==> src/inc/arm_pkg.sv <==
// ARP rule matcher package: register map, field positions, modes.
// Assumes a 32-bit AXI4-Lite register bus with byte addresses.
package arm_pkg;
  typedef enum logic [1:0] {IPM_ANY, IPM_HOST, IPM_NET} arm_ipm_e;
  typedef enum logic [1:0] {TRI_ZERO, TRI_ONE, TRI_ANY} arm_tri_e;

  localparam int          ADDR_W    = 8;
  localparam logic [7:0]  OFS_CTRL  = 8'h00;
  localparam logic [7:0]  OFS_SIPA  = 8'h04;
  localparam logic [7:0]  OFS_SIPM  = 8'h08;
  localparam logic [7:0]  OFS_TIPA  = 8'h0c;
  localparam logic [7:0]  OFS_TIPM  = 8'h10;
  localparam logic [7:0]  OFS_STAT  = 8'h14;
  localparam logic [7:0]  OFS_COUNT = 8'h18;

  localparam int          F_EN      = 0;
  localparam int          F_SIP     = 2;
  localparam int          F_TIP     = 4;
  localparam int          F_SHA     = 6;
  localparam int          F_THA     = 8;
  localparam int          F_LEN     = 10;
  localparam int          F_HRD     = 12;
  localparam int          F_PRO     = 14;

  localparam logic [31:0] CTRL_RST  = 32'h0000aa80;
  localparam logic [31:0] ADDR_RST  = 32'h00000000;
  localparam logic [31:0] MASK_RST  = 32'hffffffff;
  localparam logic [31:0] CNT_RST   = 32'h00000000;

  localparam logic [7:0]  HLN_ETH   = 8'h06;
  localparam logic [7:0]  PLN_IPV4  = 8'h04;
  localparam logic [15:0] HRD_ETH   = 16'h0001;
  localparam logic [15:0] PRO_IP    = 16'h0800;

  localparam logic [1:0]  RESP_OK   = 2'h0;
  localparam logic [1:0]  RESP_DEC  = 2'h3;
endpackage

==> src/inc/arm_ip_if.sv <==
// Carrier between the matcher top and one protocol address criterion.
// Assumes arm_pkg is compiled first.
`timescale 1ns/100ps
`default_nettype none
interface arm_ip_if;
  arm_pkg::arm_ipm_e mode;
  logic [31:0]       cfg_addr;
  logic [31:0]       cfg_mask;
  logic [31:0]       frm_addr;
  logic              ok;
  modport cfg  (output mode, output cfg_addr, output cfg_mask, output frm_addr, input ok);
  modport crit (input mode, input cfg_addr, input cfg_mask, input frm_addr, output ok);
endinterface
`default_nettype wire

==> src/rtl/arm_ip_crit.sv <==
// Protocol address criterion: any, host or network under mask.
// Assumes a settled configuration; purely combinational.
`timescale 1ns/100ps
`default_nettype none
module arm_ip_crit (
  arm_ip_if.crit ipc
);
  wire logic exact_eq;
  wire logic masked_eq;
  wire logic is_host;
  wire logic is_net;

  assign exact_eq  = ipc.frm_addr == ipc.cfg_addr;
  assign masked_eq = ((ipc.frm_addr ^ ipc.cfg_addr) & ipc.cfg_mask) == 32'h00000000;
  assign is_host   = ipc.mode == arm_pkg::IPM_HOST;
  assign is_net    = ipc.mode == arm_pkg::IPM_NET;
  // Unused code 3 behaves as any
  assign ipc.ok    = is_host ? exact_eq : (is_net ? masked_eq : 1'b1);
endmodule // arm_ip_crit
`default_nettype wire

==> src/rtl/arm_tri_crit.sv <==
// Three-way criterion: condition false, condition true, or don't care.
// Assumes sel coded as arm_pkg::arm_tri_e; code 3 acts as any.
`timescale 1ns/100ps
`default_nettype none
module arm_tri_crit (
  input  wire logic [1:0] sel,
  input  wire logic       applies,
  input  wire logic       cond,
  output logic            ok
);
  wire logic is_any;

  assign is_any = sel[1];
  assign ok     = is_any | (applies & (cond == sel[0]));
endmodule // arm_tri_crit
`default_nettype wire

==> src/rtl/arm_top.sv <==
// ARP/RARP rule entry matcher with AXI4-Lite configuration slave.
// Assumes frame fields are presented for one cycle with frm_valid.
//
// Design decisions made here: register access over AXI4-Lite and the register addresses.
`timescale 1ns/100ps
`default_nettype none
module arm_top (
  input  wire logic                       aclk,
  input  wire logic                       aresetn,
  input  wire logic [arm_pkg::ADDR_W-1:0] s_axi_awaddr,
  input  wire logic [2:0]                 s_axi_awprot,
  input  wire logic                       s_axi_awvalid,
  output logic                            s_axi_awready,
  input  wire logic [31:0]                s_axi_wdata,
  input  wire logic [3:0]                 s_axi_wstrb,
  input  wire logic                       s_axi_wvalid,
  output logic                            s_axi_wready,
  output logic [1:0]                      s_axi_bresp,
  output logic                            s_axi_bvalid,
  input  wire logic                       s_axi_bready,
  input  wire logic [arm_pkg::ADDR_W-1:0] s_axi_araddr,
  input  wire logic [2:0]                 s_axi_arprot,
  input  wire logic                       s_axi_arvalid,
  output logic                            s_axi_arready,
  output logic [31:0]                     s_axi_rdata,
  output logic [1:0]                      s_axi_rresp,
  output logic                            s_axi_rvalid,
  input  wire logic                       s_axi_rready,
  input  wire logic                       frm_valid,
  input  wire logic                       frm_rarp,
  input  wire logic [47:0]                frame_source_mac,
  input  wire logic [47:0]                frm_sha,
  input  wire logic [47:0]                frm_tha,
  input  wire logic [31:0]                frm_spa,
  input  wire logic [31:0]                frm_tpa,
  input  wire logic [15:0]                frm_hrd,
  input  wire logic [15:0]                frm_pro,
  input  wire logic [7:0]                 frm_hln,
  input  wire logic [7:0]                 frm_pln,
  output logic                            hit_valid,
  output logic                            hit
);

  // Configuration and state registers
  logic [31:0]                ctrl_reg;
  logic [31:0]                sip_addr_reg;
  logic [31:0]                sip_mask_reg;
  logic [31:0]                tip_addr_reg;
  logic [31:0]                tip_mask_reg;
  logic [31:0]                hit_cnt_reg;
  logic                       last_hit_reg;
  logic                       seen_reg;
  logic                       hit_valid_reg;
  logic                       hit_reg;

  // Bus slave registers
  logic                       awready_reg;
  logic                       wready_reg;
  logic                       bvalid_reg;
  logic [1:0]                 bresp_reg;
  logic                       aw_held_reg;
  logic                       w_held_reg;
  logic [arm_pkg::ADDR_W-1:0] awaddr_reg;
  logic [31:0]                wdata_reg;
  logic [3:0]                 wstrb_reg;
  logic                       arready_reg;
  logic                       rvalid_reg;
  logic [31:0]                rdata_reg;
  logic [1:0]                 rresp_reg;

  function automatic logic [31:0] merge(input logic [31:0] old_v, input logic [31:0] new_v,
                                        input logic [3:0] strb);
    logic [31:0] res;
    res = old_v;
    for (int i = 0; i < 4; i++) begin
      if (strb[i]) begin
        res[8*i+:8] = new_v[8*i+:8];
      end
    end
    return res;
  endfunction

  // Write channel decode
  wire logic                       aw_hs;
  wire logic                       w_hs;
  wire logic                       wr_go;
  wire logic                       aw_held_next;
  wire logic                       w_held_next;
  wire logic                       bvalid_next;
  wire logic [arm_pkg::ADDR_W-1:0] wa;
  wire logic                       wr_ctrl;
  wire logic                       wr_sipa;
  wire logic                       wr_sipm;
  wire logic                       wr_tipa;
  wire logic                       wr_tipm;
  wire logic                       wr_cnt;
  wire logic                       wr_mapped;

  assign aw_hs        = s_axi_awvalid & awready_reg;
  assign w_hs         = s_axi_wvalid & wready_reg;
  assign wr_go        = aw_held_reg & w_held_reg & ~bvalid_reg;
  assign aw_held_next = aw_hs | (aw_held_reg & ~wr_go);
  assign w_held_next  = w_hs | (w_held_reg & ~wr_go);
  assign bvalid_next  = wr_go | (bvalid_reg & ~s_axi_bready);
  assign wa           = {awaddr_reg[arm_pkg::ADDR_W-1:2], 2'h0};
  assign wr_ctrl      = wr_go & (wa == arm_pkg::OFS_CTRL);
  assign wr_sipa      = wr_go & (wa == arm_pkg::OFS_SIPA);
  assign wr_sipm      = wr_go & (wa == arm_pkg::OFS_SIPM);
  assign wr_tipa      = wr_go & (wa == arm_pkg::OFS_TIPA);
  assign wr_tipm      = wr_go & (wa == arm_pkg::OFS_TIPM);
  assign wr_cnt       = wr_go & (wa == arm_pkg::OFS_COUNT);
  assign wr_mapped    = wr_ctrl | wr_sipa | wr_sipm | wr_tipa | wr_tipm | wr_cnt
                        | (wr_go & (wa == arm_pkg::OFS_STAT));

  // Read channel decode
  wire logic                       ar_hs;
  wire logic                       rvalid_next;
  wire logic [arm_pkg::ADDR_W-1:0] ra;
  logic [31:0]                     rd_data;
  logic                            rd_mapped;

  assign ar_hs       = s_axi_arvalid & arready_reg;
  assign rvalid_next = ar_hs | (rvalid_reg & ~s_axi_rready);
  assign ra          = {s_axi_araddr[arm_pkg::ADDR_W-1:2], 2'h0};

  always_comb begin
    rd_mapped = 1'b1;
    if (ra == arm_pkg::OFS_CTRL) begin
      rd_data = ctrl_reg;
    end else if (ra == arm_pkg::OFS_SIPA) begin
      rd_data = sip_addr_reg;
    end else if (ra == arm_pkg::OFS_SIPM) begin
      rd_data = sip_mask_reg;
    end else if (ra == arm_pkg::OFS_TIPA) begin
      rd_data = tip_addr_reg;
    end else if (ra == arm_pkg::OFS_TIPM) begin
      rd_data = tip_mask_reg;
    end else if (ra == arm_pkg::OFS_STAT) begin
      rd_data = {30'h00000000, seen_reg, last_hit_reg};
    end else if (ra == arm_pkg::OFS_COUNT) begin
      rd_data = hit_cnt_reg;
    end else begin
      rd_data   = 32'h00000000;
      rd_mapped = 1'b0;
    end
  end

  always_ff @(posedge aclk) begin
    if (!aresetn) begin
      awready_reg <= 1'b0;
      wready_reg  <= 1'b0;
      bvalid_reg  <= 1'b0;
      bresp_reg   <= arm_pkg::RESP_OK;
      aw_held_reg <= 1'b0;
      w_held_reg  <= 1'b0;
      awaddr_reg  <= '0;
      wdata_reg   <= 32'h00000000;
      wstrb_reg   <= 4'h0;
    end else begin
      awready_reg <= ~aw_held_next & ~bvalid_next;
      wready_reg  <= ~w_held_next & ~bvalid_next;
      aw_held_reg <= aw_held_next;
      w_held_reg  <= w_held_next;
      bvalid_reg  <= bvalid_next;
      if (aw_hs) begin
        awaddr_reg <= s_axi_awaddr;
      end
      if (w_hs) begin
        wdata_reg <= s_axi_wdata;
        wstrb_reg <= s_axi_wstrb;
      end
      if (wr_go) begin
        bresp_reg <= wr_mapped ? arm_pkg::RESP_OK : arm_pkg::RESP_DEC;
      end
    end
  end

  always_ff @(posedge aclk) begin
    if (!aresetn) begin
      arready_reg <= 1'b0;
      rvalid_reg  <= 1'b0;
      rdata_reg   <= 32'h00000000;
      rresp_reg   <= arm_pkg::RESP_OK;
    end else begin
      arready_reg <= ~rvalid_next;
      rvalid_reg  <= rvalid_next;
      if (ar_hs) begin
        rdata_reg <= rd_data;
        rresp_reg <= rd_mapped ? arm_pkg::RESP_OK : arm_pkg::RESP_DEC;
      end
    end
  end

  always_ff @(posedge aclk) begin
    if (!aresetn) begin
      ctrl_reg     <= arm_pkg::CTRL_RST;
      sip_addr_reg <= arm_pkg::ADDR_RST;
      sip_mask_reg <= arm_pkg::MASK_RST;
      tip_addr_reg <= arm_pkg::ADDR_RST;
      tip_mask_reg <= arm_pkg::MASK_RST;
    end else begin
      if (wr_ctrl) ctrl_reg <= merge(ctrl_reg, wdata_reg, wstrb_reg);
      if (wr_sipa) sip_addr_reg <= merge(sip_addr_reg, wdata_reg, wstrb_reg);
      if (wr_sipm) sip_mask_reg <= merge(sip_mask_reg, wdata_reg, wstrb_reg);
      if (wr_tipa) tip_addr_reg <= merge(tip_addr_reg, wdata_reg, wstrb_reg);
      if (wr_tipm) tip_mask_reg <= merge(tip_mask_reg, wdata_reg, wstrb_reg);
    end
  end

  // Criteria
  arm_ip_if sip_if ();
  arm_ip_if tip_if ();

  assign sip_if.mode     = arm_pkg::arm_ipm_e'(ctrl_reg[arm_pkg::F_SIP+:2]);
  assign sip_if.cfg_addr = sip_addr_reg;
  assign sip_if.cfg_mask = sip_mask_reg;
  assign sip_if.frm_addr = frm_spa;
  assign tip_if.mode     = arm_pkg::arm_ipm_e'(ctrl_reg[arm_pkg::F_TIP+:2]);
  assign tip_if.cfg_addr = tip_addr_reg;
  assign tip_if.cfg_mask = tip_mask_reg;
  assign tip_if.frm_addr = frm_tpa;

  arm_ip_crit u_sip (.ipc(sip_if.crit));
  arm_ip_crit u_tip (.ipc(tip_if.crit));

  wire logic sha_ok;
  wire logic tha_ok;
  wire logic len_ok;
  wire logic hrd_ok;
  wire logic pro_ok;
  wire logic all_ok;
  wire logic rule_en;

  // Sender hardware match applies to ARP frames only, target hardware match to RARP only
  arm_tri_crit u_sha (.sel(ctrl_reg[arm_pkg::F_SHA+:2]), .applies(~frm_rarp),
                      .cond(frm_sha == frame_source_mac), .ok(sha_ok));
  arm_tri_crit u_tha (.sel(ctrl_reg[arm_pkg::F_THA+:2]), .applies(frm_rarp),
                      .cond(frm_tha == frame_source_mac), .ok(tha_ok));
  arm_tri_crit u_len (.sel(ctrl_reg[arm_pkg::F_LEN+:2]), .applies(1'b1),
                      .cond((frm_hln == arm_pkg::HLN_ETH) & (frm_pln == arm_pkg::PLN_IPV4)),
                      .ok(len_ok));
  arm_tri_crit u_hrd (.sel(ctrl_reg[arm_pkg::F_HRD+:2]), .applies(1'b1),
                      .cond(frm_hrd == arm_pkg::HRD_ETH), .ok(hrd_ok));
  arm_tri_crit u_pro (.sel(ctrl_reg[arm_pkg::F_PRO+:2]), .applies(1'b1),
                      .cond(frm_pro == arm_pkg::PRO_IP), .ok(pro_ok));

  assign rule_en = ctrl_reg[arm_pkg::F_EN];
  assign all_ok  = sip_if.ok & tip_if.ok & sha_ok & tha_ok & len_ok & hrd_ok & pro_ok;

  always_ff @(posedge aclk) begin
    if (!aresetn) begin
      hit_valid_reg <= 1'b0;
      hit_reg       <= 1'b0;
      last_hit_reg  <= 1'b0;
      seen_reg      <= 1'b0;
      hit_cnt_reg   <= arm_pkg::CNT_RST;
    end else begin
      hit_valid_reg <= frm_valid;
      hit_reg       <= frm_valid & rule_en & all_ok;
      if (frm_valid) begin
        last_hit_reg <= rule_en & all_ok;
        seen_reg     <= 1'b1;
      end
      // A hit in the clearing cycle still counts
      if (wr_cnt) begin
        hit_cnt_reg <= {31'h00000000, hit_reg};
      end else if (hit_reg) begin
        hit_cnt_reg <= hit_cnt_reg + 32'h00000001;
      end
    end
  end

  assign s_axi_awready = awready_reg;
  assign s_axi_wready  = wready_reg;
  assign s_axi_bvalid  = bvalid_reg;
  assign s_axi_bresp   = bresp_reg;
  assign s_axi_arready = arready_reg;
  assign s_axi_rvalid  = rvalid_reg;
  assign s_axi_rdata   = rdata_reg;
  assign s_axi_rresp   = rresp_reg;
  assign hit_valid     = hit_valid_reg;
  assign hit           = hit_reg;

  wire logic frm_on = frm_valid & rule_en;
  wire logic sip_host = ctrl_reg[arm_pkg::F_SIP+:2] == 2'h1;
  wire logic sip_net  = ctrl_reg[arm_pkg::F_SIP+:2] == 2'h2;
  wire logic tip_any  = ctrl_reg[arm_pkg::F_TIP+:2] == 2'h0;
  wire logic tip_host = ctrl_reg[arm_pkg::F_TIP+:2] == 2'h1;
  wire logic tip_net  = ctrl_reg[arm_pkg::F_TIP+:2] == 2'h2;
  wire logic all_any  = ctrl_reg[15:2] == 14'h2aa0;
endmodule // arm_top
`default_nettype wire

==> config.mk <==
export PLATFORM = sky130hd
export DESIGN_NAME = arm_top
export DESIGN_NICKNAME = d
export VERILOG_FILES = /design/src/inc/arm_pkg.sv /design/src/inc/arm_ip_if.sv /design/src/rtl/arm_ip_crit.sv /design/src/rtl/arm_tri_crit.sv /design/src/rtl/arm_top.sv
export SDC_FILE = /design/constraint.sdc
export NUM_CORES = 1
export LEC_CHECK = 0
export BUFFER_PORTS_ARGS = -buffer_cell sky130_fd_sc_hd__buf_2
export CAP_MARGIN = 15
export CORE_MARGIN = 2
export CORE_UTILIZATION = 42
export CTS_BUF_LIST = sky130_fd_sc_hd__clkbuf_8
export DETAILED_ROUTE_END_ITERATION = 16
export GPL_ROUTABILITY_DRIVEN = 0
export PLACE_DENSITY = 0.73
export SLEW_MARGIN = 20
export SYNTH_ARGS = -nofsm -noshare
export SYNTH_HDL_FRONTEND = slang
export SYNTH_SLANG_ARGS = --single-unit
==> constraint.sdc <==
create_clock -name aclk -period 2.9 [get_ports aclk]
set_clock_uncertainty 0.05 [all_clocks]
set_input_delay 0.435 -clock aclk [delete_from_list [all_inputs] [get_ports aclk]]
set_output_delay 0.435 -clock aclk [all_outputs]
set_load 0.05 [all_outputs]
==> impl_metrics.toml <==
[detailed_routing]
antenna_left = 0
drt-pass1-iter-count = 6
drc_errors = 0
route.detailed.wl_per_inst_um = 21.7
via_count = 14800
viasPerCell = 5.68
wirelength_um = 56600
drt_iter0_drc = 1319

[timing]
fin_crit_sh_pct = 90.1
rsz0062_at_grt = "false"
slew_headroom_pct = 36.8
worstMarginPinSlew_ns = 0.946
max_freq_ghz = 0.383
setup_violations = 0
period_minus_slack_ns = 2.61
hold_viol = 0
finalSetupTns_ns = 0
maxSlewViolCount = 0
setup_slack_ns = 0.286

[worst_setup_path]
crit_type = "reg -> reg"
crit_path_max_fanout = 8
crit_chain = "nand3b_1 -> nor4_2 -> nand2b_1 -> nor3b_2 -> nand2_1 -> nand2_1 -> nand3_1"
reg2reg_depth = 7
crit_family = "simple AND/OR/NAND/NOR gates"
worstSetupStartpointType = "flop"
cp.depth = 7
slowest_delay_ns = 0.61
endpoint_kind = "flop"
critPathSlowestCell = "nor3b_2"
cp.required_ns = 3.26
setup.worst_path.start = "s_axi_bvalid$_SDFF_PN0_"
crit_arrival_ns = 2.98
r2r-start = "s_axi_bvalid$_SDFF_PN0_"
cp_common_cell = "nand2_1"
critPathBufInv = 0

[synth]
syn_area_mm2 = 0.0142
ys_types = 52
synth_edf_count = 0
ys.flop_type = "dfxtp_1"
ys_seq_elements = 279
syn_avg_cell_area_um2 = 7.93
yosys_warnings = 0
synth_area_leaders = "dfxtp_1 (39%), nand2_1 (11%), xor2_1 (11%), a21boi_0 (8.6%), nand3_1 (6.2%)"
async_flop_share_pct = 0
synth_fp_nets = 2115
yosysTopAreaCell = "dfxtp_1"
ys_seq_area_share_pct = 39.3
synth_top_area_share_pct = 39.3
syn_inst = 1791

[global_routing]
grt_pass1_wl_um = 84300
antenna_found_initial = 5
grt_max_degree = 134
grt_overflow_total = 0
grtUsageTotal_pct = 31.2
grt_pass1_vias = 14400

[floorplanning]
dieWidth_um = 188
core_mm2 = 0.0334
ios = 366
die_y_um = 188
initial_core_util_pct = 42.5
fp-row-count = 67
dieArea_mm2 = 0.0353

[placed_design]
dp_slack_ns = 0.257
place_area_mm2 = 0.0165
place_hpwl_um = 43200
dpl.cell_count = 2522
port_buffers = 355

[layout]
utilization_pct = 52.0
syn2layout_area_growth_pct = 22.4
finalNonFillerCells = 2604
layout_common_cells = "nand2_1 (434), buf_2 (354), dfxtp_1 (279)"
fillCellCount = 3164
regArea_mm2 = 0.00559
multi_input_area_mm2 = 0.00810
final_area_mm2 = 0.0174
final_common_cell = "nand2_1"
drive_gt1_share_pct = 21.9
final_nets = 2447

[cts]
cts.htree.levels = 2
clkLatencyLatePin_ns = 0.57
cts_hold_buf = 0
cts_resized = 0
clock-root-buffer = "clkbuf_8"
cts_buffers = 47
clk_path_buf_depth = 3
cts.sinks = 279
cts_tree = "yes"
cts_setup_buffers = 0
path_clk_slew_ns = 0.06

[power_and_ir_drop]
ir_worst_vdd_v = 0.000343
p_leak_nw = 7.27
powerDensity_mw_per_mm2 = 471

[min_path]
min_from = "s_axi_wdata[20]"
hold_path_depth = 3
hold_class = "in -> reg"

[status]
status = "complete, no violations"

[run]
cap_violations = 0
Yosys cell counts (all sizes together) (3+ instances only):
| master | instances |
|---|---|
| a21boi | 164 |
| a21oi | 61 |
| a221oi | 34 |
| a22o | 4 |
| a22oi | 25 |
| and2 | 16 |
| and3 | 7 |
| and4 | 3 |
| buf | 11 |
| clkbuf | 100 |
| dfxtp | 279 |
| inv | 33 |
| mux2 | 5 |
| mux2i | 11 |
| nand2 | 434 |
| nand2b | 5 |
| nand3 | 178 |
| nand4 | 25 |
| nor2 | 41 |
| nor2b | 5 |
| nor3 | 10 |
| nor3b | 3 |
| nor4 | 51 |
| nor4b | 5 |
| o211ai | 3 |
| o21ai | 34 |
| o221ai | 25 |
| o22ai | 5 |
| or3 | 3 |
| xnor2 | 13 |
| xor2 | 181 |
where the power goes:
group          switching [W]  internal [W]
Combinational       0.000547      0.000366
Sequential          0.000104       0.00388
Clock                0.00156       0.00173
Total                0.00222       0.00598
metal layers:
metal  wire [um]  global-route usage [%]  part of all wire [%]  vias up
met5           0                       0                     0        -
met4        4300                    20.6                   7.6        0
met3        4800                    5.75                   8.5      222
met2       27400                    54.8                    48      834
met1       20100                    34.6                    35     6830
li1            -                       -                     -     6912
layout make-up:
type | count | share of cell area [%]
diodes | 1 | 0.0144
clock buffers | 56 | 4.43
flip-flops and latches | 279 | 32.1
inverters | 33 | 0.712
multi-input cells | 1368 | 46.6
repair buffers | 394 | 12.4
well taps | 448 | 3.22
clock inverters | 25 | 0.575
worst register-to-register path: stages (launching register included):
cell      delay [ns]
dfxtp_1         0.33
nand3b_1        0.26
nor4_2          0.36
nand2b_1        0.26
nor3b_2         0.61
nand2_1         0.34
nand2_1         0.16
nand3_1         0.09
worst paths after layout:
path	endpoint	slack (ns)
max	sip_if.cfg_mask[0]$_SDFFE_PN1P_	0.29
min	wdata_reg[20]$_SDFFE_PN0P_	0.07
max reg2reg	sip_if.cfg_mask[0]$_SDFFE_PN1P_	0.29
min reg2reg	s_axi_rdata[12]$_SDFFE_PN0P_	0.40
through the flow:
step / power (W) / hold slack (ns)
global route: 0.00846 / 0.0569
detailed placement: 0.00495 / 0.401
finish: 0.00819 / 0.0660
global placement: 0.00494 / 0.398
floorplan: 0.00445 / 0.384
CTS: 0.00819 / 0.0476
kinds of logic after synthesis:
kind of cell | synth area share (%)
and+or+nand+nor | 25.5
adders and majority gates | 0.0880
xor gates and xnor gates | 12.0
muxes | 1.17
buffers and inverters | 3.89
DFF | 39.3
AOI/OAI and AO/OA | 18.1
Power figures use the tool's default switching activity.
